`src/shared/clock_channel_pkg.sv`:
```
package clock_channel_pkg;

   // ----------------------------------------------------------------
   // Sizes
   // ----------------------------------------------------------------
   localparam int NUM_CHANNELS = 28;
   localparam int NUM_GENERATORS = 8;
   localparam int SEL_W = 6;
   localparam int GEN_W = 4;
   localparam int ADDR_W = 12;
   localparam int DATA_W = 32;

   // ----------------------------------------------------------------
   // Register map: printed offsets are word indices
   // ----------------------------------------------------------------
   localparam logic [ADDR_W-1:0] CONFIG_INDEX = 12'h002;
   localparam logic [ADDR_W-1:0] STATUS_INDEX = 12'h003;
   localparam logic [ADDR_W-1:0] WORD_BYTES = 12'h004;
   localparam logic [ADDR_W-1:0] CONFIG_ADDR = CONFIG_INDEX * WORD_BYTES;
   localparam logic [ADDR_W-1:0] STATUS_ADDR = STATUS_INDEX * WORD_BYTES;

   // ----------------------------------------------------------------
   // Field positions
   // ----------------------------------------------------------------
   localparam int LOCK_BIT = 15;
   localparam int ENABLE_BIT = 14;
   localparam int GEN_MSB = 11;
   localparam int GEN_LSB = 8;
   localparam int SEL_MSB = 5;
   localparam int SEL_LSB = 0;
   localparam int SEL_LANE = 0;
   localparam int FIELD_LANE = 1;
   localparam int STAT_REFUSED_BIT = 0;
   localparam int STAT_READY_BIT = 1;
   localparam int STAT_LOCKGEN_LSB = 8;
   localparam int STAT_LOCKGEN_MSB = 15;

   // ----------------------------------------------------------------
   // Channel selector codes
   // ----------------------------------------------------------------
   localparam logic [SEL_W-1:0] CH_FLL_REF = 6'h00;
   localparam logic [SEL_W-1:0] CH_WATCHDOG = 6'h01;
   localparam logic [SEL_W-1:0] CH_RTC = 6'h02;
   localparam logic [SEL_W-1:0] CH_EXT_INT = 6'h03;
   localparam logic [SEL_W-1:0] CH_EVENT_FIRST = 6'h04;
   localparam logic [SEL_W-1:0] CH_SERIAL_SLOW = 6'h0C;
   localparam logic [SEL_W-1:0] CH_SERIAL_CORE_FIRST = 6'h0D;
   localparam logic [SEL_W-1:0] CH_TIMER_FIRST = 6'h13;
   localparam logic [SEL_W-1:0] CH_ANALOG_FIRST = 6'h17;
   localparam logic [SEL_W-1:0] CH_LAST = 6'h1B;

   // ----------------------------------------------------------------
   // Generator codes and reset values
   // ----------------------------------------------------------------
   localparam logic [GEN_W-1:0] GEN_CLEARED = 4'h0;
   localparam logic [GEN_W-1:0] GEN_WATCHDOG_DEFAULT = 4'h2;
   localparam logic [GEN_W-1:0] GEN_LAST = 4'h7;
   localparam logic [1:0] SETTLE_COUNT = 2'h3;

   typedef struct packed {
      logic lock;
      logic enable;
      logic [GEN_W-1:0] generator;
   } chan_cfg_t;

   localparam chan_cfg_t CFG_CLEARED = '{lock: 1'b0, enable: 1'b0, generator: 4'h0};
   localparam chan_cfg_t CFG_WATCHDOG_POWER = '{lock: 1'b0, enable: 1'b0, generator: 4'h2};

   typedef struct packed {
      logic user_reset;
      logic wdt_enable;
      logic wdt_always_on;
   } strap_t;

   localparam int STRAP_W = $bits(strap_t);

endpackage : clock_channel_pkg

```
`src/core/pin_sync.sv`:
```
`timescale 1ns/100ps
module pin_sync
   import clock_channel_pkg::*;
#(
   parameter int WIDTH = 1
) (
   // Clock and reset
   input wire logic clock_in,
   input wire logic rst_in,
   // Asynchronous levels
   input wire logic [WIDTH-1:0] async_in,
   // Settled levels
   output logic [WIDTH-1:0] stable_out
);

   logic [WIDTH-1:0] stage1_reg;
   logic [WIDTH-1:0] stage2_reg;
   logic [WIDTH-1:0] stage3_reg;
   logic [WIDTH-1:0] stable_reg;

   always_ff @(posedge clock_in or posedge rst_in) begin
      if (rst_in) begin
         stage1_reg <= '0;
         stage2_reg <= '0;
         stage3_reg <= '0;
      end else begin
         stage1_reg <= async_in;
         stage2_reg <= stage1_reg;
         stage3_reg <= stage2_reg;
      end
   end

   // A bit only moves once the last two stages agree, so one metastable sample is absorbed.
   always_ff @(posedge clock_in or posedge rst_in) begin
      if (rst_in) begin
         stable_reg <= '0;
      end else begin
         for (int i = 0; i < WIDTH; i++) begin
            if (stage2_reg[i] == stage3_reg[i]) begin
               stable_reg[i] <= stage3_reg[i];
            end
         end
      end
   end

   assign stable_out = stable_reg;

endmodule : pin_sync

```
`src/core/channel_slot.sv`:
```
`timescale 1ns/100ps
module channel_slot
   import clock_channel_pkg::*;
#(
   parameter logic IS_WATCHDOG = 1'b0,
   parameter logic IS_RTC = 1'b0
) (
   // Clock and reset
   input wire logic clock_in,
   input wire logic rst_in,
   // Control
   input wire logic user_reset_in,
   input wire logic strap_load_in,
   input wire logic wdt_enable_in,
   input wire logic wdt_always_on_in,
   input wire logic write_in,
   input wire chan_cfg_t write_cfg_in,
   // Stored configuration
   output chan_cfg_t cfg_out
);

   chan_cfg_t cfg_reg;

   always_ff @(posedge clock_in or posedge rst_in) begin
      if (rst_in) begin
         cfg_reg <= IS_WATCHDOG ? CFG_WATCHDOG_POWER : CFG_CLEARED;
      end else if (user_reset_in) begin
         if (IS_RTC) begin
            if (!cfg_reg.lock && !cfg_reg.enable) begin
               cfg_reg.generator <= GEN_CLEARED;
               cfg_reg.enable <= 1'b0;
            end
         end else if (!cfg_reg.lock) begin
            if (IS_WATCHDOG) begin
               cfg_reg.generator <= GEN_WATCHDOG_DEFAULT;
               cfg_reg.enable <= wdt_enable_in;
            end else begin
               cfg_reg.generator <= GEN_CLEARED;
               cfg_reg.enable <= 1'b0;
            end
         end
      end else if (strap_load_in && IS_WATCHDOG) begin
         // The straps are caught after release because an async reset may only load constants.
         cfg_reg.enable <= wdt_enable_in;
         cfg_reg.lock <= wdt_always_on_in;
      end else if (write_in && !cfg_reg.lock) begin
         cfg_reg <= write_cfg_in;
      end
   end

   assign cfg_out = cfg_reg;

endmodule : channel_slot

```
`src/core/generic_clock_channel_control.sv`:
```
// Overview of operation
// - Enable bit 14 delivers the channel clock when one, stops it when zero.
// - Generator field bits 11:8 picks generators 0 to 7; codes 8 to 15 reserved.
// - Selector bits 5:0 names the channel that a field write configures.
// - Power reset returns every channel, the real-time counter included, to defaults.
// - User reset touches a channel only if unlocked, and the real-time counter only if also disabled.
// - Real-time counter channel clears on user reset only when unlocked and disabled.
// - Power reset gives generator 0, off, unlocked; watchdog takes generator 2, strap enable, and strap lock unless user reset coincides with the load.
// - Unlocked watchdog takes generator 2 and strap enable on user reset; lock unchanged.
// - Other unlocked channels clear on user reset, the real-time counter only if also disabled; locked ones keep everything.
// - Selector codes 0x00 to 0x1B name channels; 0x1C upward are reserved.
// - A locked channel refuses writes until power reset; generator 0 never locks.
`timescale 1ns/100ps
module generic_clock_channel_control
   import clock_channel_pkg::*;
(
   // Clock and power reset
   input wire logic clock_in,
   input wire logic rst_in,
   // APB slave
   input wire logic psel_in,
   input wire logic penable_in,
   input wire logic pwrite_in,
   input wire logic [ADDR_W-1:0] paddr_in,
   input wire logic [DATA_W-1:0] pwdata_in,
   input wire logic [3:0] pstrb_in,
   output logic [DATA_W-1:0] prdata_out,
   output logic pready_out,
   output logic pslverr_out,
   // Asynchronous system inputs
   input wire logic user_reset_in,
   input wire logic wdt_enable_nvm_in,
   input wire logic wdt_always_on_nvm_in,
   // Channel configuration towards the peripherals
   output chan_cfg_t [NUM_CHANNELS-1:0] channel_cfg_out,
   output logic [NUM_GENERATORS-1:0] generator_locked_out,
   output logic config_ready_out
);

   // ----------------------------------------------------------------
   // Declarations
   // ----------------------------------------------------------------
   strap_t strap_raw;
   strap_t strap_stable;
   logic [1:0] settle_reg;
   logic settled_reg;
   logic ready_reg;
   logic strap_load;
   logic [SEL_W-1:0] selector_reg;
   logic [SEL_W-1:0] selector_next;
   logic pready_reg;
   logic pslverr_reg;
   logic [DATA_W-1:0] prdata_reg;
   logic [DATA_W-1:0] read_value;
   logic read_error;
   logic access_done;
   logic config_write;
   logic status_write;
   logic field_write;
   logic write_refused;
   logic refused_reg;
   chan_cfg_t write_cfg;
   chan_cfg_t selected_cfg;
   chan_cfg_t [NUM_CHANNELS-1:0] slot_cfg;
   logic [NUM_CHANNELS-1:0] slot_write;
   logic [NUM_GENERATORS-1:0] locked_gen;
   logic [NUM_GENERATORS-1:0] locked_gen_reg;

   // ----------------------------------------------------------------
   // Input synchronisation
   // ----------------------------------------------------------------
   assign strap_raw.user_reset = user_reset_in;
   assign strap_raw.wdt_enable = wdt_enable_nvm_in;
   assign strap_raw.wdt_always_on = wdt_always_on_nvm_in;

   pin_sync #(
      .WIDTH(STRAP_W)
   ) strap_sync (
      .clock_in(clock_in),
      .rst_in(rst_in),
      .async_in(strap_raw),
      .stable_out(strap_stable)
   );

   // ----------------------------------------------------------------
   // Start-up: wait for settled straps, then load the watchdog channel
   // ----------------------------------------------------------------
   always_ff @(posedge clock_in or posedge rst_in) begin
      if (rst_in) begin
         settle_reg <= 2'h0;
      end else if (settle_reg != SETTLE_COUNT) begin
         settle_reg <= settle_reg + 2'h1;
      end
   end

   // The synchroniser holds its settled copy one stage behind its third flop, so the load
   // waits one more edge; loading earlier would catch the reset value of the straps.
   always_ff @(posedge clock_in or posedge rst_in) begin
      if (rst_in) begin
         settled_reg <= 1'b0;
      end else begin
         settled_reg <= (settle_reg == SETTLE_COUNT);
      end
   end

   assign strap_load = settled_reg && !ready_reg;

   always_ff @(posedge clock_in or posedge rst_in) begin
      if (rst_in) begin
         ready_reg <= 1'b0;
      end else if (strap_load) begin
         ready_reg <= 1'b1;
      end
   end

   // ----------------------------------------------------------------
   // Bus decode
   // ----------------------------------------------------------------
   assign access_done = psel_in && penable_in && pready_reg;
   assign config_write = access_done && pwrite_in && (paddr_in == CONFIG_ADDR);
   assign status_write = access_done && pwrite_in && (paddr_in == STATUS_ADDR);
   assign field_write = config_write && pstrb_in[FIELD_LANE];

   // A write carrying both lanes configures the channel named in the same word.
   always_comb begin
      selector_next = selector_reg;
      if (config_write && pstrb_in[SEL_LANE]) begin
         selector_next = pwdata_in[SEL_MSB:SEL_LSB];
      end
   end

   always_comb begin
      write_cfg.generator = pwdata_in[GEN_MSB:GEN_LSB];
      write_cfg.enable = pwdata_in[ENABLE_BIT];
      // Generator zero clocks the core, so a lock request naming it is dropped.
      write_cfg.lock = pwdata_in[LOCK_BIT] && (write_cfg.generator != GEN_CLEARED);
   end

   // ----------------------------------------------------------------
   // Write steering and refusal
   // ----------------------------------------------------------------
   always_comb begin
      write_refused = 1'b0;
      if (field_write) begin
         if (selector_next > CH_LAST) begin
            write_refused = 1'b1;
         end else if (write_cfg.generator > GEN_LAST) begin
            write_refused = 1'b1;
         end else if (slot_cfg[selector_next[4:0]].lock) begin
            write_refused = 1'b1;
         end else if (strap_stable.user_reset) begin
            write_refused = 1'b1;
         end
      end
   end

   always_comb begin
      for (int i = 0; i < NUM_CHANNELS; i++) begin
         slot_write[i] = field_write && !write_refused
                         && (selector_next == SEL_W'(i));
      end
   end

   // ----------------------------------------------------------------
   // Selector register
   // ----------------------------------------------------------------
   always_ff @(posedge clock_in or posedge rst_in) begin
      if (rst_in) begin
         selector_reg <= CH_FLL_REF;
      end else if (strap_stable.user_reset) begin
         selector_reg <= CH_FLL_REF;
      end else begin
         selector_reg <= selector_next;
      end
   end

   // ----------------------------------------------------------------
   // Channel storage
   // ----------------------------------------------------------------
   generate
      for (genvar ch = 0; ch < NUM_CHANNELS; ch++) begin : g_slot
         channel_slot #(
            .IS_WATCHDOG(SEL_W'(ch) == CH_WATCHDOG),
            .IS_RTC(SEL_W'(ch) == CH_RTC)
         ) slot (
            .clock_in(clock_in),
            .rst_in(rst_in),
            .user_reset_in(strap_stable.user_reset),
            .strap_load_in(strap_load),
            .wdt_enable_in(strap_stable.wdt_enable),
            .wdt_always_on_in(strap_stable.wdt_always_on),
            .write_in(slot_write[ch]),
            .write_cfg_in(write_cfg),
            .cfg_out(slot_cfg[ch])
         );
      end
   endgenerate

   // ----------------------------------------------------------------
   // Locked generator summary
   // ----------------------------------------------------------------
   always_comb begin
      locked_gen = '0;
      for (int i = 0; i < NUM_CHANNELS; i++) begin
         if (slot_cfg[i].lock) begin
            locked_gen[slot_cfg[i].generator[2:0]] = 1'b1;
         end
      end
      locked_gen[0] = 1'b0;
   end

   always_ff @(posedge clock_in or posedge rst_in) begin
      if (rst_in) begin
         locked_gen_reg <= '0;
      end else begin
         locked_gen_reg <= locked_gen;
      end
   end

   // ----------------------------------------------------------------
   // Refused-write flag
   // ----------------------------------------------------------------
   // A refusal in the clearing cycle stays visible, so software never misses one.
   always_ff @(posedge clock_in or posedge rst_in) begin
      if (rst_in) begin
         refused_reg <= 1'b0;
      end else if (write_refused) begin
         refused_reg <= 1'b1;
      end else if (status_write && pstrb_in[0] && pwdata_in[STAT_REFUSED_BIT]) begin
         refused_reg <= 1'b0;
      end
   end

   // ----------------------------------------------------------------
   // Read path
   // ----------------------------------------------------------------
   always_comb begin
      selected_cfg = CFG_CLEARED;
      if (selector_reg <= CH_LAST) begin
         selected_cfg = slot_cfg[selector_reg[4:0]];
      end
   end

   always_comb begin
      read_value = '0;
      read_error = 1'b0;
      if (paddr_in == CONFIG_ADDR) begin
         read_value[SEL_MSB:SEL_LSB] = selector_reg;
         read_value[GEN_MSB:GEN_LSB] = selected_cfg.generator;
         read_value[ENABLE_BIT] = selected_cfg.enable;
         read_value[LOCK_BIT] = selected_cfg.lock;
      end else if (paddr_in == STATUS_ADDR) begin
         read_value[STAT_REFUSED_BIT] = refused_reg;
         read_value[STAT_READY_BIT] = ready_reg;
         read_value[STAT_LOCKGEN_MSB:STAT_LOCKGEN_LSB] = locked_gen_reg;
      end else begin
         read_error = 1'b1;
      end
   end

   // ----------------------------------------------------------------
   // APB answer
   // ----------------------------------------------------------------
   // Answers are held back until the straps are loaded, which stalls the master safely.
   always_ff @(posedge clock_in or posedge rst_in) begin
      if (rst_in) begin
         pready_reg <= 1'b0;
      end else begin
         pready_reg <= psel_in && !pready_reg && ready_reg;
      end
   end

   always_ff @(posedge clock_in or posedge rst_in) begin
      if (rst_in) begin
         prdata_reg <= '0;
         pslverr_reg <= 1'b0;
      end else if (psel_in && !pready_reg && ready_reg) begin
         prdata_reg <= pwrite_in ? '0 : read_value;
         pslverr_reg <= read_error;
      end else if (access_done) begin
         prdata_reg <= '0;
         pslverr_reg <= 1'b0;
      end
   end

   // ----------------------------------------------------------------
   // Outputs
   // ----------------------------------------------------------------
   assign prdata_out = prdata_reg;
   assign pready_out = pready_reg;
   assign pslverr_out = pslverr_reg;
   assign channel_cfg_out = slot_cfg;
   assign generator_locked_out = locked_gen_reg;
   assign config_ready_out = ready_reg;

endmodule : generic_clock_channel_control

```
`config.mk`:
```
export PLATFORM = sky130hd
export DESIGN_NAME = generic_clock_channel_control
export DESIGN_NICKNAME = d
export VERILOG_FILES = /design/src/shared/clock_channel_pkg.sv /design/src/core/pin_sync.sv /design/src/core/channel_slot.sv /design/src/core/generic_clock_channel_control.sv
export SDC_FILE = /design/constraint.sdc
export NUM_CORES = 1
export LEC_CHECK = 0
export BUFFER_PORTS_ARGS = -buffer_cell sky130_fd_sc_hd__clkbuf_2
export CAP_MARGIN = 15
export CELL_PAD_IN_SITES_DETAIL_PLACEMENT = 1
export CELL_PAD_IN_SITES_GLOBAL_PLACEMENT = 2
export CORE_ASPECT_RATIO = 0.9
export CORE_MARGIN = 1.5
export CORE_UTILIZATION = 37
export DETAILED_ROUTE_END_ITERATION = 6
export MAX_ROUTING_LAYER = met4
export PLACE_DENSITY = 0.95
export SYNTH_ARGS = -nofsm -noshare
export SYNTH_HDL_FRONTEND = slang
export SYNTH_SLANG_ARGS = --single-unit
```
`constraint.sdc`:
```
create_clock -name clock_in -period 21.4 [get_ports clock_in]
set_input_delay 4.28 -clock clock_in [delete_from_list [all_inputs] [get_ports clock_in]]
set_output_delay 4.28 -clock clock_in [all_outputs]
set_load 0.01 [all_outputs]
```
Yosys cells after proc, flatten, opt, wreduce, memory -nomap -nowiden
Index checks and enable logic that the tools add are counted.
- $add $sub $neg: 1
- multipliers: 0
- div/mod/pow operators: 0
- order comparisons: 61
- equality and inequality tests: 63
- shift operators: 0
- multiplexer cells: 198
- bitwise operators: 28
- reduce and logical (&&, ||, !) cells: 222
- operators with widths (kind ; number):
    5-bit two-way mux ; 83
    8-bit two-way mux ; 29
    8-bit OR ; 27
    3-bit by 4-bit less-than comparator with 1-bit output (second input constant) ; 28
    2-bit AND reduction ; 56
    1-bit logical AND ; 99
    1-bit demux with 3-bit select ; 28
    3-bit by 1-bit >= comparator with 1-bit output (second input constant) ; 28
    6-bit by 5-bit equality test with 1-bit output (second input constant) ; 12
    32-bit two-way mux ; 2
    2-bit nonzero test ; 31
    6-bit binary-select mux with 5-bit select ; 2
    2-bit != test (second input constant) ; 29
    6-bit by 4-bit equality test with 1-bit output (second input constant) ; 8
    1-bit two-way mux ; 39
    6-bit two-way mux ; 6
    1-bit logical NOT ; 32
    12-bit by 4-bit equality test with 1-bit output (second input constant) ; 2
    6-bit by 3-bit equality test with 1-bit output (second input constant) ; 4
    16-bit two-way mux ; 1
    6-bit by 2-bit equality test with 1-bit output (second input constant) ; 2
    5-bit by 6-bit less-than comparator with 1-bit output (second input constant) ; 2
    4-bit two-way mux ; 3
    2-bit two-way mux ; 5
    13 further kinds ; 15
- flip-flop bits (word level): 232
- bits in latches: 0
- RAM bits: 0
- ROM bits: 0
- input bits: 56
- output and inout bits: 211
- word-level logic and storage cells: 672
- memories kept: 0

Longest topological paths before layout
- depth after elaboration: 59
- mapped depth: 11
- gate-level depth less buffers: 9

Hierarchy
From an unflattened synthesis, not the netlist that was laid out.
- cell total of the unflattened synthesis: 1295
- area, all modules: 13813.2 µm²
- by module, submodules not included (module ; times used ; cells each ; area an instance (µm²) ; seq. area each (µm²)):
    channel_slot (g_slot[0].slot ...) ; 26 ; 20 ; 265.3 ; 150.1
    generic_clock_channel_control ; 1 ; 702 ; 5948.2 ; 850.8
    pin_sync ; 1 ; 16 ; 337.8 ; 300.3
    channel_slot (g_slot[1].slot) ; 1 ; 31 ; 320.3 ; 151.4
    channel_slot (g_slot[2].slot) ; 1 ; 26 ; 310.3 ; 150.1

Worst setup path after synthesis
No wires, ideal clock.
- path kind: input-to-reg
- from: input port paddr_in[1]
- to: register refused_reg
- arrival time: 6.625 ns
- required time: 21.272 ns
- path slack: 14.646 ns
- cell stages on the path: 11
- buffers on the path: 2
- cell sequence: nor4b_4 > and4b_1 > buf_4 > nand2_4 > o32a_1 > buf_6 > o221ai_2 > o32ai_1 > or4_4 > a2111oi_4 > o31ai_1
- cells in the longest elaborated chain, start to end: 11
- elaborated cells on any way between the ends: 18
- classes of those cells: 1 x order compare; 2 x eq/ne; 8 x mux; 7 x reduce/logical
- ends and longest elaborated chain (what ; RTL line ; RTL):
    from (decl) ; generic_clock_channel_control.sv:24 ; input wire logic [ADDR_W-1:0] paddr_in,
    12-bit by 4-bit equality test with 1-bit output ; generic_clock_channel_control.sv:120 ; assign config_write = access_done && pwrite_in && (paddr_in == CONFIG_ADDR);
    1-bit logical AND ; generic_clock_channel_control.sv:120 ;
    1-bit logical AND ; generic_clock_channel_control.sv:127 ; if (config_write && pstrb_in[SEL_LANE]) begin
    6-bit two-way mux ; generic_clock_channel_control.sv:127 ;
    6-bit binary-select mux with 5-bit select ; generic_clock_channel_control.sv:149 ; end else if (slot_cfg[selector_next[4:0]].lock) begin
    6-bit two-way mux (implied by the code) ; generic_clock_channel_control.sv:149 ;
    1-bit two-way mux ; generic_clock_channel_control.sv:149 ;
    1-bit two-way mux ; generic_clock_channel_control.sv:147 ; end else if (write_cfg.generator > GEN_LAST) begin
    1-bit two-way mux ; generic_clock_channel_control.sv:145 ; if (selector_next > CH_LAST) begin
    1-bit two-way mux ; generic_clock_channel_control.sv:144 ; if (field_write) begin
    1-bit two-way mux / 2-bit nonzero test (equally long branches) ; - ;
    to (signal assigned) ; generic_clock_channel_control.sv:226 ; refused_reg <= 1'b0;
    to (signal assigned) ; generic_clock_channel_control.sv:228 ; refused_reg <= 1'b1;
    to (signal assigned) ; generic_clock_channel_control.sv:230 ; refused_reg <= 1'b0;
    to (decl) ; generic_clock_channel_control.sv:61 ; logic refused_reg;
Several ways; a longest one is shown, not always the timed one. The select of a mux whose other input is x is not followed.
A chain may end at the register's enable or synchronous reset.

Worst setup path in the final report
- from: input port paddr_in[5]
- to: register g_slot[9].slot.cfg_reg (netlist bit g_slot[9].slot.cfg_out[4])
- cells in the longest elaborated chain, start to end: 16
- elaborated cells on any way between the ends: 19
- classes of those cells: 1 x order compare; 2 x eq/ne; 7 x mux; 9 x reduce/logical
- ends and longest elaborated chain (what ; RTL line ; RTL):
    12-bit by 4-bit equality test with 1-bit output (*) ; generic_clock_channel_control.sv:120 ;
    1-bit logical AND (*) ; generic_clock_channel_control.sv:120 ;
    1-bit logical AND ; generic_clock_channel_control.sv:127 ;
    6-bit two-way mux ; generic_clock_channel_control.sv:127 ;
    6-bit binary-select mux with 5-bit select ; generic_clock_channel_control.sv:149 ;
    6-bit two-way mux (implied by the code) ; generic_clock_channel_control.sv:149 ;
    1-bit two-way mux ; generic_clock_channel_control.sv:149 ;
    1-bit two-way mux ; generic_clock_channel_control.sv:147 ;
    1-bit two-way mux ; generic_clock_channel_control.sv:145 ;
    1-bit two-way mux ; generic_clock_channel_control.sv:144 ;
    1-bit logical NOT ; generic_clock_channel_control.sv:159 ; slot_write[i] = field_write && !write_refused
    1-bit logical AND ; generic_clock_channel_control.sv:159 ;
    1-bit logical AND (*) ; generic_clock_channel_control.sv:160 ; && (selector_next == SEL_W'(i));
    1-bit logical AND (*) ; channel_slot.sv:46 ; end else if (write_in && !cfg_reg.lock) begin
    2-bit nonzero test (no line) (*) ; - ;
    2-bit AND reduction (no line) (*) ; - ;
    to (signal assigned) ; channel_slot.sv:26 ; cfg_reg <= IS_WATCHDOG ? CFG_WATCHDOG_POWER : CFG_CLEARED;
    to (signal assigned) ; channel_slot.sv:47 ; cfg_reg <= write_cfg_in;
    to (decl) ; channel_slot.sv:22 ; chan_cfg_t cfg_reg;
Mark *: on every way between the ends. The rest lies on a longest branch, timed or not. The select of a mux whose other input is x is not followed.

==> impl_metrics.yaml <==
yosys:
  seq_area_frac_synth_pct: 40.9
  yosys_warnings: 0
  ys_types: 85
  netlist_instances: 1340
  ys.flop_type: "dfrtp_1"
  ys_seq_elements: 214
  async_flop_share_pct: 100
  avgSynthCellArea_um2: 9.77
  synth_edf_count: 0
  synth_area_um2: 13100
worst_hold_path:
  hp-class: "reg -> reg"
  holdPathStages: 0
  min_to: "strap_sync.stage2_reg[2]"
  min_from: "strap_sync.stage1_reg[2]"
placement:
  dp_hpwl_um: 45800
  io_buffers: 225
  gp_congestion: 0.997
  pre_cts_slack_ns: 13.55
  place_area_um2: 14300
clock_network:
  clock_path_buffers: 3
  cts_tree: "yes"
  cts.sinks: 214
  cts_buffers: 25
  cts.reportedPaths.clkPinSlew_ns: 0.06
  cts_hold_buf: 0
  ctsRootBufferMaster: "clkbuf_16"
  htreeDepth: 1
  postCtsSetupBuffers: 0
  cts.repair.resized: 0
  clock_latency_ns: 0.55
global_route:
  antenna_found_initial: 4
  grt_max_degree: 100
  grt_pass1_wl_um: 90000
  first_global_vias: 12200
  gr-total-overflow: 0
  grt_use_total_pct: 34.4
power:
  vdd_drop_max_mv: 0.0475
  p_leak_nw: 6.65
  pwr_density_cell_nw_per_um2: 58.3
drt:
  viasPerCell: 6.43
  drt_iter0_markers: 1356
  drc: 0
  drt-wirelength-per-cell_um: 31.5
  firstDrtPassIters: 5
  antenna_left: 0
  drt-total-wl_um: 61800
  routed-via-count: 12600
die:
  pin_count: 267
  die_area_um2: 36500
  die_w_um: 201
  rows: 65
  start_util_pct: 37.5
  coreArea_um2: 35000
  dieHeight_um: 181
finish:
  fin_nets: 1531
  largest_reg_flops: 168
  drive_above_1_share_pct: 25.0
  stdcell_area_um2: 15100
  syn_to_final_growth_pct: 15.6
  final_common_cell: "clkbuf_2"
  fillerInstances: 4022
  final_cell_mix: "225 x clkbuf_2, 210 x dfrtp_1, 139 x nand2_1, 112 x o21ai_0, 88 x mux2i_1"
run_status:
  status: "complete, no violations"
timing:
  maxSlewViolCount: 0
  timing.hold.ws_ns: 0.348
  period_share_pct: 34.8
  finalHoldViolations: 0
  tightest_slew_ns: 1.20
  fmax_mhz: 134
  relSlewSlack_pct: 19.8
  rsz0062_at_grt: "no"
  tns_ns: 0
  period_needed_ns: 7.45
  setup_viol: 0
  skew_ns: 0.0319
  setup_slack_ns: 13.95
worst_setup_path:
  slowest_delay_ns: 0.53
  crit_type: "in -> reg"
  r2r_end: "g_slot[9].slot.cfg_out[4]"
  critical_path.max_fanout: 9
  path_buf_inv: 2
  cp-end-kind: "flop"
  worstPathRequired_ns: 21.82
  reg2reg_depth: 10
  critPathTopFamily: "simple AND/OR/NAND/NOR gates"
  cp_slowest_cell: "a31oi_1"
  critical_path.most_common_cell: "a21oi_1"
  cp-start-kind: "primary input"
  cp_data_arrival_time_ns: 7.87
  rrSetupSlack_ns: 17.56
  r2r-start: "pready_out"
  cp_cell_sequence: "clkbuf_2, nor4_4, and4b_1, a21oi_1, a31oi_1, buf_4, o221a_2, nand4_1, nor3_2, a21oi_1, a22o_1"
job:
  drv_cap: 0
per-stage QoR:
stage                     util, %  instances  total power (W)
after floorplan                 -       1358         0.000445
after global placement       41.0       1916         0.000462
after detailed placement     41.0       1916         0.000463
after CTS                    43.3       1958         0.000888
after global routing         43.3       1961         0.000906
final                        43.3       1961         0.000882
power breakdown:
part / internal (W) / switching (W)
registers: 0.000407 / 0.00000505
logic: 0.00000904 / 0.0000349
clock network: 0.000247 / 0.000179
final cells by class:
cell class / instances / area [µm²] / share of cell area, %
multi-input cells: 960 / 7020 / 46.4
flip-flops and latches: 214 / 5360 / 35.4
repair buffers: 242 / 1250 / 8.28
clock buffers: 31 / 678 / 4.48
well taps: 469 / 587 / 3.88
inverters: 31 / 124 / 0.818
clock inverters: 11 / 109 / 0.719
diodes: 3 / 7.51 / 0.0496
kinds of logic after synthesis:
family | count (synthesis) | synth area share [%]
buf+inv | 184 | 6.07
simple gates | 519 | 23.8
compound gates | 279 | 13.9
mux | 138 | 14.9
other cells | 1 | 0.0286
xor+xnor | 1 | 0.0669
fa+ha+maj | 4 | 0.325
flops | 214 | 40.9
synth_stat cells, drive strengths merged, types with 3 or more instances:
cell type    n  area share (%)
a21boi       5            0.34
buf         38             1.8
o2111ai      8            0.53
mux2i       88             6.7
or4          9            0.54
o21ai      124             4.7
or3         19            0.91
o22ai       10            0.48
nor2b       11            0.53
inv         30            0.86
nand4       44             2.1
o31ai        5            0.39
nand3       35             1.3
nand2      140             4.1
a211oi       5            0.32
nor2        44             1.3
nor3        43             2.2
nor4b       14             1.1
and3        17            0.81
nand2b      22             1.1
and2         8            0.38
dfrtp      213              41
clkbuf     115             3.3
nor3b       18             1.0
o311ai       6            0.40
a22o        17             1.1
o2bb2ai      3            0.20
nor4bb      24             1.8
a31oi       13            0.67
o21bai       9            0.52
a22oi        7            0.40
nor4        23             1.3
a21oi       29             1.1
maj3         3            0.23
mux4        45             7.7
a2111oi      3            0.34
a21o        12            0.69
o211ai       7            0.40
mux2         5            0.43
nand4b      39             2.7
routing by layer:
| metal | global-route usage, % | wire [µm] | vias up |
|---|---|---|---|
| met1 | 49.4 | 27800 | 6677 |
| met2 | 51.5 | 27800 | 583 |
| li1 | - | - | 5265 |
| met5 | - | 0 | - |
| met4 | 8.18 | 1710 | 0 |
| met3 | 4.58 | 4500 | 84 |
how the worst max path moves through the flow:
stage / end / cells past startpoint / from
after global routing: g_slot[9].slot.cfg_out[4] / 11 / paddr_in[1]
after global placement: g_slot[10].slot.cfg_out[2] / 11 / paddr_in[5]
final: g_slot[9].slot.cfg_out[4] / 11 / paddr_in[5]
after floorplan: config_ready_out / 1 / rst_in
after detailed placement: g_slot[10].slot.cfg_out[2] / 11 / paddr_in[5]
after CTS: g_slot[9].slot.cfg_out[4] / 11 / paddr_in[5]
worst register-to-register path, cell delays in order (launching register included):
cell and delay [ns]:
dfrtp_1 0.40, and4_1 0.32, and2_0 0.42, a21oi_1 0.14, a31oi_1 0.53, buf_4 0.39, o221a_2 0.26, nand4_1 0.21
nor3_2 0.52, a21oi_1 0.23, a22o_1 0.32
(Power assumes the default switching activity.)
